==> config.mk <==
export PLATFORM = sky130hd
export DESIGN_NAME = wwr_watchdog
export DESIGN_NICKNAME = d
export VERILOG_FILES = /design/src/verilog/wwr_pkg.sv /design/src/verilog/wwr_watchdog.sv
export SDC_FILE = /design/constraint.sdc
export NUM_CORES = 1
export LEC_CHECK = 0
export BUFFER_PORTS_ARGS = -buffer_cell sky130_fd_sc_hd__clkbuf_2
export CAP_MARGIN = 5
export CORE_MARGIN = 1
export CORE_UTILIZATION = 45
export CTS_BUF_LIST = sky130_fd_sc_hd__clkbuf_4
export DETAILED_ROUTE_END_ITERATION = 10
export GPL_TIMING_DRIVEN = 0
export HOLD_SLACK_MARGIN = 0.03
export PLACE_DENSITY = 0.6
export SLEW_MARGIN = 20
export SYNTH_ARGS = -nofsm -noshare
export SYNTH_HDL_FRONTEND = slang
export SYNTH_SLANG_ARGS = --single-unit
==> constraint.sdc <==
create_clock -name clk -period 7.1 [get_ports clk]
set_input_delay 1.42 -clock clk [delete_from_list [all_inputs] [get_ports clk]]
set_output_delay 1.42 -clock clk [all_outputs]
set_load 0.01 [all_outputs]
==> src/verilog/wwr_pkg.sv <==
// Constants, types and word layouts for the window watchdog, reset and diagnostic block.
// Assumes a 10 MHz core clock and a 16-bit serial word, most significant bit first.
package wwr_pkg;
  localparam int unsigned CLK_HZ = 10_000_000;
  localparam int unsigned TICK_MS = 1;
  localparam int unsigned TICK_CYC = CLK_HZ / 1000 * TICK_MS;
  localparam int unsigned FILTER_US = 10;
  localparam int unsigned FILTER_CYC = (FILTER_US * CLK_HZ + 999_999) / 1_000_000;
  localparam int unsigned MS_W = 10;
  localparam logic [MS_W-1:0] WD_HALF_STEP_MS = 10'h008;
  localparam logic [MS_W-1:0] LONG_OPEN_MS = 10'h0c8;
  localparam logic [MS_W-1:0] RST_DLY_LONG_MS = 10'h040;
  localparam logic [MS_W-1:0] RST_DLY_SHORT_MS = 10'h004;
  localparam int unsigned WORD_W = 16;
  localparam int unsigned SEL_LO = 14;
  localparam logic [1:0] SEL_CFG = 2'h0;
  localparam logic [1:0] SEL_WD = 2'h1;
  localparam int unsigned WD_PER_LO = 0;
  localparam int unsigned WD_PER_W = 6;
  localparam int unsigned WD_LP_EN_BIT = 6;
  localparam int unsigned RST_SHORT_BIT = 7;
  localparam int unsigned CFG_LAMP_BIT = 0;
  localparam int unsigned CFG_LS_LO = 1;
  localparam int unsigned CFG_SUP_BIT = 3;
  localparam int unsigned CFG_VB_OFF_BIT = 4;
  localparam int unsigned CFG_MODE_LO = 5;
  localparam int unsigned ST_TEMP = 0;
  localparam int unsigned ST_LAMP = 1;
  localparam int unsigned ST_VINT = 2;
  localparam int unsigned ST_LS = 3;
  localparam int unsigned ST_WD = 4;
  localparam int unsigned ST_MON_LO = 5;
  localparam int unsigned ST_LIN = 11;
  localparam int unsigned ST_VB_UV = 12;
  localparam int unsigned ST_VB_OV = 13;
  localparam int unsigned ST_SUP = 14;
  localparam int unsigned ST_VS_UV = 15;
  localparam logic [WORD_W-1:0] STAT_RST = 16'h0000;

  typedef enum logic [3:0] {
    WD_LONG = 4'h1, WD_CLOSED = 4'h2, WD_OPEN = 4'h4, WD_OFF = 4'h8
  } wwr_wd_e;
  typedef enum logic [3:0] {
    MD_STANDBY = 4'h1, MD_ACTIVE = 4'h2, MD_STOP = 4'h4, MD_SLEEP = 4'h8
  } wwr_mode_e;
  typedef enum logic [2:0] {RS_LOW = 3'h1, RS_DELAY = 3'h2, RS_HIGH = 3'h4} wwr_rst_e;

  typedef struct packed {
    logic temp_warn;
    logic lamp_fault;
    logic ls_fault;
    logic sup_fault;
    logic vbat_uv;
    logic vbat_ov;
    logic vs_uv;
    logic lin_ot;
    logic lin_uv;
    logic lin_txd_to;
    logic lin_wake;
    logic [4:0] mon_wake;
    logic [4:0] mon_lvl;
    logic vcc_uv;
    logic vint_uv;
    logic vcc_i_low;
    logic spi_fail;
  } wwr_diag_s;
endpackage

==> src/verilog/wwr_watchdog.sv <==
// Window watchdog, reset generator and latched diagnostics behind a serial slave.
// Assumes all diagnostic flags and serial pins arrive from outside the clock domain.
`timescale 1ns/1ps
`default_nettype none
module wwr_watchdog
  import wwr_pkg::*;
#(
  parameter int unsigned TICK_CYC_P = TICK_CYC
) (
  input wire logic clk,
  input wire logic rst_b,
  input wire wwr_diag_s diag_in,
  input wire logic spi_csn_b,
  input wire logic spi_sclk,
  input wire logic spi_di,
  output logic spi_do,
  output logic rxd_low,
  output logic reset_out_b,
  output logic lamp_on,
  output logic [1:0] ls_on,
  output logic supply_on,
  output wwr_mode_e mode,
  output wwr_wd_e wd_state
);
  logic [1:0] rsync_q;
  logic rst_n;
  always_ff @(posedge clk or negedge rst_b) begin
    if (!rst_b) begin
      rsync_q <= 2'h0;
    end else begin
      rsync_q <= {rsync_q[0], 1'b1};
    end
  end
  assign rst_n = rsync_q[1];

  // Two-stage synchronisers, plus a third copy for edge detection
  wwr_diag_s d1_q, s;
  logic [2:0] p1_q, p2_q, p3_q;
  always_ff @(posedge clk or negedge rst_n) begin
    if (!rst_n) begin
      d1_q <= '0;
      s <= '0;
      p1_q <= 3'h1;
      p2_q <= 3'h1;
      p3_q <= 3'h1;
    end else begin
      d1_q <= diag_in;
      s <= d1_q;
      p1_q <= {spi_di, spi_sclk, spi_csn_b};
      p2_q <= p1_q;
      p3_q <= p2_q;
    end
  end
  logic csn, sclk_rise, sclk_fall, frame_start, frame_end;
  assign csn = p2_q[0];
  assign sclk_rise = p2_q[1] & ~p3_q[1];
  assign sclk_fall = ~p2_q[1] & p3_q[1];
  assign frame_start = ~p2_q[0] & p3_q[0];
  assign frame_end = p2_q[0] & ~p3_q[0];

  // Millisecond enable
  logic [13:0] tick_cnt_q, tick_cnt_d;
  logic tick;
  assign tick = tick_cnt_q == 14'(TICK_CYC_P - 1);
  always_comb begin
    tick_cnt_d = tick ? 14'h0000 : tick_cnt_q + 14'h0001;
  end
  always_ff @(posedge clk or negedge rst_n) begin
    if (!rst_n) begin
      tick_cnt_q <= 14'h0000;
    end else begin
      tick_cnt_q <= tick_cnt_d;
    end
  end

  // Serial shift logic
  logic [WORD_W-1:0] sh_in_q, sh_in_d, sh_out_q, sh_out_d, stat_q, snap;
  logic [4:0] bits_q, bits_d;
  logic do_q, do_d, wake_q, wake_d, linw_q, linw_d;
  logic frame_ok, sel_wd, sel_cfg;
  assign frame_ok = frame_end && bits_q == 5'h10;
  assign sel_wd = frame_ok && sh_in_q[WORD_W-1:SEL_LO] == SEL_WD;
  assign sel_cfg = frame_ok && sh_in_q[WORD_W-1:SEL_LO] == SEL_CFG;
  always_comb begin
    sh_in_d = sh_in_q;
    sh_out_d = sh_out_q;
    bits_d = bits_q;
    if (frame_start) begin
      sh_out_d = snap;
      bits_d = 5'h00;
    end else if (!csn && sclk_rise) begin
      sh_in_d = {sh_in_q[WORD_W-2:0], p2_q[2]};
      bits_d = (bits_q == 5'h1f) ? bits_q : bits_q + 5'h01;
    end else if (!csn && sclk_fall) begin
      sh_out_d = {sh_out_q[WORD_W-2:0], 1'b0};
    end
    wake_d = (wake_q & ~frame_end) | s.lin_wake | (|s.mon_wake);
    linw_d = (linw_q & ~frame_end) | s.lin_wake;
    if (csn) begin
      do_d = ~wake_q;
    end else if (s.spi_fail) begin
      do_d = 1'b1;
    end else begin
      do_d = sh_out_q[WORD_W-1];
    end
  end
  always_ff @(posedge clk or negedge rst_n) begin
    if (!rst_n) begin
      sh_in_q <= '0;
      sh_out_q <= '0;
      bits_q <= 5'h00;
      do_q <= 1'b1;
      wake_q <= 1'b0;
      linw_q <= 1'b0;
    end else begin
      sh_in_q <= sh_in_d;
      sh_out_q <= sh_out_d;
      bits_q <= bits_d;
      do_q <= do_d;
      wake_q <= wake_d;
      linw_q <= linw_d;
    end
  end

  // Reset generator
  wwr_rst_e rs_q, rs_d;
  logic [6:0] filt_q, filt_d;
  logic [MS_W-1:0] dly_q, dly_d;
  logic rout_q, rout_d, short_q, wd_fail, vcc_fail;
  assign vcc_fail = filt_q == 7'(FILTER_CYC);
  always_comb begin
    filt_d = !s.vcc_uv ? 7'h00 : vcc_fail ? filt_q : filt_q + 7'h01;
    rs_d = rs_q;
    dly_d = dly_q;
    if (s.vint_uv || vcc_fail || wd_fail) begin
      rs_d = RS_LOW;
      dly_d = '0;
    end else begin
      case (rs_q)
        RS_LOW: rs_d = RS_DELAY;
        RS_DELAY: begin
          if (tick) begin
            dly_d = dly_q + 10'h001;
          end
          if (dly_q >= (short_q ? RST_DLY_SHORT_MS : RST_DLY_LONG_MS)) begin
            rs_d = RS_HIGH;
          end
        end
        RS_HIGH: rs_d = RS_HIGH;
        default: rs_d = RS_LOW;
      endcase
    end
    rout_d = rs_d == RS_HIGH;
  end
  always_ff @(posedge clk or negedge rst_n) begin
    if (!rst_n) begin
      rs_q <= RS_LOW;
      filt_q <= 7'h00;
      dly_q <= '0;
      rout_q <= 1'b0;
    end else begin
      rs_q <= rs_d;
      filt_q <= filt_d;
      dly_q <= dly_d;
      rout_q <= rout_d;
    end
  end

  // Window watchdog
  wwr_wd_e wd_q, wd_d;
  wwr_mode_e mode_q, mode_d;
  logic [MS_W-1:0] wcnt_q, wcnt_d, half_q, half_d;
  logic [WD_PER_W-1:0] per;
  logic lp_en_q, wd_off;
  assign per = sh_in_q[WD_PER_LO+:WD_PER_W];
  assign wd_off = ((mode_q == MD_STOP) && s.vcc_i_low || (mode_q == MD_SLEEP)) && !lp_en_q;
  always_comb begin
    wd_d = wd_q;
    wcnt_d = tick ? wcnt_q + 10'h001 : wcnt_q;
    half_d = half_q;
    wd_fail = 1'b0;
    if (!rout_q) begin
      wd_d = WD_LONG;
      wcnt_d = '0;
    end else if (wd_off) begin
      wd_d = WD_OFF;
      wcnt_d = '0;
    end else begin
      case (wd_q)
        WD_OFF: begin
          wd_d = WD_LONG;
          wcnt_d = '0;
        end
        WD_LONG, WD_OPEN: begin
          if (sel_wd) begin
            wd_d = WD_CLOSED;
            wcnt_d = '0;
            half_d = 10'(per == '0 ? 6'h01 : per) * WD_HALF_STEP_MS;
          end else if (wcnt_q >= (wd_q == WD_LONG ? LONG_OPEN_MS : half_q)) begin
            wd_fail = 1'b1;
            wd_d = WD_LONG;
            wcnt_d = '0;
          end
        end
        WD_CLOSED: begin
          if (sel_wd) begin
            wd_fail = 1'b1;
            wd_d = WD_LONG;
            wcnt_d = '0;
          end else if (wcnt_q >= half_q) begin
            wd_d = WD_OPEN;
            wcnt_d = '0;
          end
        end
        default: wd_d = WD_LONG;
      endcase
    end
  end
  always_ff @(posedge clk or negedge rst_n) begin
    if (!rst_n) begin
      wd_q <= WD_LONG;
      wcnt_q <= '0;
      half_q <= WD_HALF_STEP_MS;
    end else begin
      wd_q <= wd_d;
      wcnt_q <= wcnt_d;
      half_q <= half_d;
    end
  end

  // Configuration, switches and status latches
  logic lamp_q, lamp_d, sup_q, sup_d, vboff_q, vboff_d, lp_en_d, short_d;
  logic [1:0] ls_q, ls_d;
  logic [WORD_W-1:0] stat_d, st_set;
  logic low_pwr;
  assign low_pwr = mode_q == MD_STOP || mode_q == MD_SLEEP;
  assign snap = stat_q | (stat_q[ST_MON_LO+:5] == 5'h00 && !low_pwr ?
                          WORD_W'({s.mon_lvl, 5'h00}) : '0);
  always_comb begin
    lamp_d = lamp_q;
    ls_d = ls_q;
    sup_d = sup_q;
    vboff_d = vboff_q;
    lp_en_d = lp_en_q;
    short_d = short_q;
    mode_d = mode_q;
    st_set = '0;
    st_set[ST_TEMP] = s.temp_warn;
    st_set[ST_LAMP] = s.lamp_fault;
    st_set[ST_LS] = s.ls_fault;
    st_set[ST_WD] = wd_fail;
    st_set[ST_MON_LO+:5] = low_pwr ? s.mon_wake : 5'h00;
    st_set[ST_LIN] = s.lin_ot | s.lin_uv | s.lin_txd_to | s.lin_wake;
    st_set[ST_VB_UV] = s.vbat_uv;
    st_set[ST_VB_OV] = s.vbat_ov;
    st_set[ST_SUP] = s.sup_fault;
    st_set[ST_VS_UV] = s.vs_uv;
    // Reads clear the latches except ST_VINT, a coinciding event still sets
    stat_d = (stat_q & ~(frame_end ? ~WORD_W'(1 << ST_VINT) : '0)) | st_set;
    if (sel_cfg) begin
      lamp_d = sh_in_q[CFG_LAMP_BIT];
      ls_d = sh_in_q[CFG_LS_LO+:2];
      sup_d = sh_in_q[CFG_SUP_BIT];
      vboff_d = sh_in_q[CFG_VB_OFF_BIT];
      stat_d[ST_VINT] = 1'b1;
      case (sh_in_q[CFG_MODE_LO+:2])
        2'h0: mode_d = MD_STANDBY;
        2'h1: mode_d = MD_ACTIVE;
        2'h2: mode_d = MD_STOP;
        default: mode_d = MD_SLEEP;
      endcase
    end
    if (sel_wd) begin
      lp_en_d = sh_in_q[WD_LP_EN_BIT];
      short_d = sh_in_q[RST_SHORT_BIT];
    end
    if (low_pwr && (s.lin_wake || |s.mon_wake)) begin
      mode_d = MD_STANDBY;
    end
    if (mode_d == MD_STOP || mode_d == MD_SLEEP) begin
      lamp_d = 1'b0;
    end
    if (s.lamp_fault || (vboff_q && (s.vbat_uv || s.vbat_ov))) begin
      lamp_d = 1'b0;
    end
    if (s.ls_fault) begin
      ls_d = 2'h0;
    end
    if (s.sup_fault) begin
      sup_d = 1'b0;
    end
    if (!rout_d || wd_fail) begin
      mode_d = MD_STANDBY;
      lamp_d = 1'b0;
      ls_d = 2'h0;
      sup_d = 1'b0;
    end
    if (s.vint_uv) begin
      vboff_d = 1'b0;
      lp_en_d = 1'b0;
      short_d = 1'b0;
      stat_d[ST_VINT] = 1'b0;
    end
  end
  always_ff @(posedge clk or negedge rst_n) begin
    if (!rst_n) begin
      lamp_q <= 1'b0;
      ls_q <= 2'h0;
      sup_q <= 1'b0;
      vboff_q <= 1'b0;
      lp_en_q <= 1'b0;
      short_q <= 1'b0;
      mode_q <= MD_STANDBY;
      stat_q <= STAT_RST;
    end else begin
      lamp_q <= lamp_d;
      ls_q <= ls_d;
      sup_q <= sup_d;
      vboff_q <= vboff_d;
      lp_en_q <= lp_en_d;
      short_q <= short_d;
      mode_q <= mode_d;
      stat_q <= stat_d;
    end
  end

  assign spi_do = do_q;
  assign rxd_low = linw_q;
  assign reset_out_b = rout_q;
  assign lamp_on = lamp_q;
  assign ls_on = ls_q;
  assign supply_on = sup_q;
  assign mode = mode_q;
  assign wd_state = wd_q;
endmodule
`default_nettype wire
==> flow_summary.rst, run 1 <==
.. list-table::
   :header-rows: 1

   * - Metric
     - Value
   * - Vertical die dimension
     - 132 um
   * - Drt drc
     - 0
   * - Final core utilization
     - 0.513
   * - Final nets
     - 750
   * - Number of clock sinks seen by CTS
     - 182
   * - Sort of element at the start of the critical path
     - flip-flop
   * - Remaining number of nets flagged by the antenna check after routing
     - 0
   * - Number of buffer cells added on primary ports
     - 44
   * - Clock latency reported for the late side of the worst-skew pair
     - 0.56 ns
   * - Largest fanout of any net on the critical path
     - 10
   * - Simple logic cell fraction of the synthesized area
     - 0.153
   * - Period utilization
     - 0.480
   * - Slew Viols, Final
     - 0
   * - Mapped Cells
     - 630
   * - Number of flops mapped to enable cells by yosys
     - 0
   * - Most frequent cell after synthesis
     - dfrtp_1
   * - Count of H-tree levels built during CTS
     - 4
   * - Post-layout min period
     - 3.41 ns
   * - Relative area change from synthesis to final layout
     - 11.8%
   * - Longest Clk Path Bufs
     - 2
   * - Data arrival time of the worst path
     - 3.87 ns
   * - Floorplan die width
     - 132 um
   * - Number of instances in the placed design
     - 897
   * - Slew HR
     - 0.380
   * - First-pass detailed-route iteration total
     - 4
   * - Number of maximum-capacitance constraint violations
     - 0
   * - FILL cells
     - 1479
   * - Post-Place Worst Slack
     - 3.72 ns
   * - Critical register-to-register path startpoint
     - wd_state[2]$_DFFE_PN0P_
   * - Post-CTS Setup Repair Bufs
     - 0
   * - Row Count
     - 47
   * - Routed via count divided by cell count
     - 5.16
   * - Initial cell density of the core
     - 0.459
   * - Number of buffers inserted during clock tree synthesis
     - 17
   * - Critical Setup Path Class
     - flip-flop to flip-flop
   * - Area of the die
     - 17300 um2
   * - Leading post-synthesis cells by cell area
     - dfrtp_1, ha_1, mux2i_1, dfstp_2, xor2_1
   * - Count of yosys warnings during synthesis
     - 0
   * - Post-DP HPWL
     - 9.74 mm
   * - WL final
     - 13.6 mm
   * - Antenna violations before repair
     - 1
   * - Hold buffer count at cts
     - 0
   * - First-pass GRT wire length
     - 23.8 mm
   * - Sequential standard cell area
     - 4570 um2
   * - Fraction of final layout cells with drive strength greater than 1
     - 0.173
   * - Fin Setup TNS
     - 0 ns
   * - Final estimated routing congestion in global placement
     - 0.827
   * - Worst-path clk slew
     - 0.17 ns
   * - Final Hold Vio Count
     - 0
   * - Status
     - completed
   * - Gr usage total
     - 0.172
   * - Fin cells
     - 930
   * - Mux cell area share after synthesis
     - 0.0559
   * - PostCTS Resize Cnt
     - 0
   * - Setup slack of the worst register-to-register path
     - 3.69 ns
   * - Most frequent cells after synthesis
     - dfrtp_1, nor2_1, nand2_1
   * - Capturing point of the worst reg2reg path
     - lamp_on$_DFFE_PN0P_
   * - Area share of the largest cell type after synthesis
     - 0.576
   * - Synthesized Nets
     - 684
   * - Path type of the worst min-delay path
     - flip-flop to asynchronous set/reset pin
   * - Fraction of synthesized cell area in xor and xnor cells
     - 0.0463
   * - Area of the core region
     - 16500 um2
   * - Fmax achieved
     - 0.294 GHz
   * - Root cell of the clock tree
     - clkbuf_4
   * - Area fraction in compound gates after synthesis
     - 0.0794
   * - Endpoint kind of the worst setup timing path
     - flip-flop
   * - Vias in the first global route
     - 4963
   * - Dominant combinational cell family by area after synthesis
     - simple AND/OR/NAND/NOR gates
   * - Leakage power total
     - 3.77 nW
   * - Pin count of the biggest net entering global routing
     - 52
   * - Transition time of the tightest slew-check pin
     - 0.926 ns
   * - Post-place instance area
     - 8140 um2
   * - Area of the mapped netlist
     - 7560 um2
   * - Final cell area excluding filler cells
     - 8450 um2
   * - Avg Inst Size Synth
     - 12.0 um2
   * - Total power
     - 1.80 mW
   * - Count of vias placed by the detailed router
     - 4803
   * - Setup violators final
     - 0
   * - Largest area contributor in the netlist
     - dfrtp_1
   * - CTS tree
     - yes
   * - Maximum clock skew at final layout
     - 0.0277 ns
   * - Crit path required time
     - 7.57 ns
   * - Total overflow reported by the global router
     - 0
   * - Share of async-settable or async-resettable flops after synthesis
     - 1.00
   * - I/O pin count
     - 45
   * - Ratio of total power to cell area
     - 213 nW/um2
   * - Number of library cell types mapped by synthesis
     - 63
   * - Reg2reg path depth
     - 9
   * - Worst vdd rail ir drop
     - 0.233 mV
   * - Main synth FF type
     - dfrtp_1
   * - Routed WL per cell
     - 14.6 um
   * - Final worst slack
     - 3.69 ns
   * - First-iteration detailed-routing DRC count
     - 277
   * - Multi-input combinational cell area
     - 2840 um2
   * - Unrepaired setup endpoints after global routing
     - false
   * - Adder-Cell Fraction of Synth Area
     - 0.0397
   * - Worst Hold Margin
     - 0.308 ns
   * - Seq/Total Area, Yosys
     - 0.604
   * - Register bit total from synthesis
     - 182
-- layer usage --
layer / up-vias / GRT usage / routed length (um)
met1: 2367 / 0.227 / 6480
met3: 11 / 0.0421 / 426
met5: - / 0 / 0
li1: 2349 / - / -
met2: 76 / 0.283 / 6560
met4: 0 / 0.0504 / 146
-- flip-flops by register name (all words and copies together), names as in the netlist, 3 cells and up --
signal,cells
sh_out_q,16
stat_q,16
wd_state,4
sh_in_q,16
p2_q,3
dly_q,10
filt_q,7
wcnt_q,10
bits_q,5
rs_q,3
mode,4
p1_q,3
half_q,6
s,25
tick_cnt_q,14
d1_q,25
-- power by group --
group / leakage (nW) / total (mW) / internal (mW) / switching [mW]
registers: 2.29 / 1.13 / 1.09 / 0.0425
clock network: 0.162 / 0.574 / 0.166 / 0.407
logic: 1.32 / 0.0965 / 0.0471 / 0.0494
-- worst max-delay path by stage --
stage	startpoint	endpoint	slack, ns
global route	wd_state[2]$_DFFE_PN0P_	lamp_on$_DFFE_PN0P_	3.41
detailed placement	wd_state[2]$_DFFE_PN0P_	mode[1]$_DFF_PN0_	3.72
CTS	wd_state[2]$_DFFE_PN0P_	lamp_on$_DFFE_PN0P_	3.68
finish	wd_state[2]$_DFFE_PN0P_	lamp_on$_DFFE_PN0P_	3.69
global placement	rsync_q[1]$_DFF_PN0_	filt_q[6]$_DFFE_PN0P_	-0.03
floorplan	rsync_q[1]$_DFF_PN0_	bits_q[0]$_DFFE_PN0P_	1.67
-- critical path, cell delays in order (launching register included) --
cell      delay [ns]
dfrtp_1         0.41
clkbuf_1        0.20
or4b_2          0.75
nand2_1         0.11
ha_1            0.26
a211oi_1        0.22
nand3_1         0.14
nor2_1          0.42
o211ai_1        0.48
a211oi_1        0.32
-- logic make-up after synthesis --
family | after synthesis
simple gates | 216
flops | 182
compound gates | 88
xor+xnor | 40
mux | 40
buf+inv | 39
fa+ha+maj | 24
other cells | 1
-- final cells by class --
class	count	share of cell area
antenna	1	0.000296
timing repair buffer	47	0.0349
inverter	20	0.00888
clock inverter	15	0.0218
buffer	19	0.0101
multi-input combinational	409	0.336
clock buffer	17	0.0151
sequential	182	0.540
tap	220	0.0326
-- placed cells by master, fill, tap and decap left out, drive strengths merged, types with 18 or more instances in the layout --
cell type	synthesis	layout
nand3	19	19
mux2	18	18
clkbuf	13	74
nor3	26	26
inv	20	25
o21ai	23	23
nor2	45	45
a21oi	20	20
dfrtp	174	174
mux2i	22	22
ha	24	24
nand2	43	43
xor2	24	24
Note: power is estimated with default switching activity, not from simulation.
==> run 2: changes to the inputs <==
Settings changed: ABC_AREA set to 1, PLACE_DENSITY 0.6 to 0.62.
Clock period 7.1 ns to 2.8 ns, I/O delays scaled along.
==> run 2 against run 1 <==
- sequential power increased to 2.5 times the previous value
- clock-buffer cell count unchanged
- worst setup slack got worse by 3.4 ns
- wire length up 9.3%
- final cell count grew 24%
- utilization increased by 2.6 points
==> flow_summary.rst, run 2 <==
.. list-table::
   :header-rows: 1

   * - Metric
     - Value
   * - Maximum clock skew at final layout
     - 0.0247 ns
   * - CTS tree
     - yes
   * - Status
     - completed
   * - Slowest cell delay on critical path
     - 0.61 ns
   * - Routed via count divided by cell count
     - 4.85
   * - Register bit total from synthesis
     - 182
   * - Leakage power total
     - 4.44 nW
   * - Main synth FF type
     - dfrtp_1
   * - Power dissipated by switching net loads
     - 1.38 mW
   * - Area share of the largest cell type after synthesis
     - 0.561
   * - Routed WL per cell
     - 12.9 um
   * - Slew HR
     - 0.539
   * - First-pass detailed-route iteration total
     - 4
   * - Count of H-tree levels built during CTS
     - 4
   * - Number of buffer cells added on primary ports
     - 44
   * - Seq/Total Area, Yosys
     - 0.588
   * - Regs by FF count
     - d1_q: 25 flops, s: 25 flops
   * - WL final
     - 14.9 mm
   * - Largest fanout of any net on the critical path
     - 6
   * - Share of async-settable or async-resettable flops after synthesis
     - 1.00
   * - Initial cell density of the core
     - 0.464
   * - Longest Clk Path Bufs
     - 2
   * - Root cell of the clock tree
     - clkbuf_4
   * - Drt drc
     - 0
   * - Worst-path clk slew
     - 0.18 ns
   * - Area of the mapped netlist
     - 7760 um2
   * - Most frequent cell after synthesis
     - dfrtp_1
   * - Clock latency reported for the late side of the worst-skew pair
     - 0.58 ns
   * - Number of flops mapped to enable cells by yosys
     - 0
   * - Count of yosys warnings during synthesis
     - 0
   * - Synthesized Nets
     - 874
   * - Most frequent cells after synthesis
     - dfrtp_1, nand2_1, inv_1
   * - Total overflow reported by the global router
     - 0
   * - Pin count of the biggest net entering global routing
     - 57
   * - Vias in the first global route
     - 5206
   * - Path type of the worst min-delay path
     - flip-flop to asynchronous set/reset pin
   * - Data arrival time of the worst path
     - 3.03 ns
   * - Slowest stage cell on the critical path
     - dfstp_2
   * - Net switching share of the total power
     - 0.286
   * - Avg Inst Size Synth
     - 9.46 um2
   * - Number of buffers inserted during clock tree synthesis
     - 17
   * - Number of clock sinks seen by CTS
     - 182
   * - Gr usage total
     - 0.179
   * - Worst vdd rail ir drop
     - 0.357 mV
   * - Leading post-synthesis cells by cell area
     - dfrtp_1, nand2_1, inv_1, ha_1, nor2_1
   * - Antenna violations before repair
     - 1
   * - Count of vias placed by the detailed router
     - 5583
   * - Crit path required time
     - 3.33 ns
   * - I/O pin count
     - 45
   * - Mapped Cells
     - 820
   * - Row Count
     - 47
   * - Combinational cell fraction of total power
     - 0.070
   * - Setup violators final
     - 0
   * - Number of maximum-capacitance constraint violations
     - 0
   * - Area of the die
     - 17800 um2
   * - Period utilization
     - 0.894
   * - Fin cells
     - 1151
   * - Fin Setup TNS
     - 0 ns
   * - Cells along the critical path
     - nand3_2 > inv_1 > nor2_1 > ha_1 > a21oi_1 > o21ai_0 > nor2_1 > nand3_1 > nand2_1 > nand2_2 > nand2_1 > nand2_1 > nor2_4 > nand2_1 > nand2_1
   * - Portion of total power attributed to the clock network
     - 0.336
   * - Remaining number of nets flagged by the antenna check after routing
     - 0
   * - Final Hold Vio Count
     - 0
   * - Number of instances in the placed design
     - 1087
   * - First-iteration detailed-routing DRC count
     - 307
   * - Final nets
     - 971
   * - Endpoint kind of the worst setup timing path
     - flip-flop
   * - Area of the core region
     - 16700 um2
   * - Internal power consumption
     - 3.44 mW
   * - Fraction of power consumed by sequential logic
     - 0.594
   * - Floorplan die width
     - 133 um
   * - Transition time of the tightest slew-check pin
     - 0.685 ns
   * - Sort of element at the start of the critical path
     - flip-flop
   * - First-pass GRT wire length
     - 25.0 mm
   * - Number of library cell types mapped by synthesis
     - 42
   * - Post-DP HPWL
     - 10.3 mm
   * - Fmax achieved
     - 0.400 GHz
   * - Final estimated routing congestion in global placement
     - 0.801
   * - Slew Viols, Final
     - 0
   * - Fraction of final layout cells with drive strength greater than 1
     - 0.130
   * - Post-layout min period
     - 2.50 ns
   * - Most frequent cells in the layout
     - nand2_1, dfrtp_1, inv_1
   * - Largest area contributor in the netlist
     - dfrtp_1
   * - Vertical die dimension
     - 133 um
   * - Relative area change from synthesis to final layout
     - 16.1%
   * - Worst Hold Margin
     - 0.228 ns
   * - Critical Setup Path Class
     - flip-flop to flip-flop
   * - Ratio of total power to cell area
     - 535 nW/um2
   * - Critical path's most frequent cell
     - nand2_1
## run 2: routing by layer
metal	track usage	vias up	share of wire
li1	-	2854	-
met1	0.263	2627	0.51
met2	0.264	91	0.44
met3	0.0422	11	0.035
met4	0.0549	0	0.013
met5	0	-	0
## run 2: per-stage QoR
stage | utilization | instance area [um2] | setup WS (ns) | total power [mW]
finish | 0.539 | 9000 | 0.297 | 4.82
global route | 0.539 | 9000 | -0.00915 | 5.05
CTS | 0.536 | 8950 | 0.230 | 4.88
detailed placement | 0.499 | 8340 | 0.273 | 3.22
global placement | 0.494 | 8260 | 0.279 | 3.20
floorplan | - | 7760 | 0.672 | 3.10
## run 2: critical path, delay by kind of cell, from the launching register on
kind,cells,cell delay (ns)
buf+inv,1,0.10
compound gates,2,0.23
fa+ha+maj,1,0.28
flops,1,0.61
simple gates,11,1.20
## run 2: cell type report
| cell class | count | area, um2 |
|---|---|---|
| fillers | 1489 | 7700 |
| flip-flops and latches | 182 | 4570 |
| multi-input cells | 508 | 2700 |
| repair buffers | 77 | 601 |
| inverters | 118 | 443 |
| well taps | 220 | 275 |
| clock inverters | 15 | 221 |
| clock buffers | 17 | 128 |
| plain buffers | 13 | 66.3 |
| diodes | 1 | 2.50 |
## run 2: power by group through the flow
stage | Sequential, mW | Combinational (mW) | Clock [mW]
after floorplan | 2.92 | 0.180 | 0
after global placement | 2.95 | 0.242 | 0
after detailed placement | 2.91 | 0.308 | 0
after CTS | 2.86 | 0.335 | 1.68
after global routing | 2.88 | 0.387 | 1.78
final | 2.86 | 0.336 | 1.62
## run 2: cells by family (layout without fill, tap and decap cells)
family | count (synthesis) | count (layout) | share of synthesized area
AOI/OAI and AO/OA | 118 | 118 | 0.0878
xor gates and xnor gates | 14 | 14 | 0.0158
adders and majority gates | 24 | 24 | 0.0387
buffers and inverters | 131 | 240 | 0.0657
DFF | 182 | 182 | 0.588
muxes | 6 | 6 | 0.00871
other | 1 | 2 | 0.000483
and+or+nand+nor | 344 | 345 | 0.194
## run 2: path summary, 6_finish.rpt
check | start | to | slack, ns | cells after the start
worst max register to register | wd_state[0]$_DFFE_PN1P_ | dly_q[7]$_DFFE_PN0P_ | 0.30 | 15
worst min-delay path | rsync_q[1]$_DFF_PN0_ | filt_q[5]$_DFFE_PN0P_ | 0.23 | 0
worst min register to register | rsync_q[1]$_DFF_PN0_ | filt_q[5]$_DFFE_PN0P_ | 0.23 | 0
worst max-delay path | wd_state[0]$_DFFE_PN1P_ | dly_q[7]$_DFFE_PN0P_ | 0.30 | 15
min in group clk | d1_q[2]$_DFF_PN0_ | s[2]$_DFF_PN0_ | 0.37 | 0
max in group asynchronous | rsync_q[1]$_DFF_PN0_ | p3_q[0]$_DFF_PN1_ | 1.62 | 2
## run 2: what timing repair did
item | CTS | global route
buffers inserted | 0 | 1
hold endpoints to repair | 27 | 3
endpoints found under the setup margin | 0 | 17
hold buffers | 26 | 3
resized for setup | 0 | 2
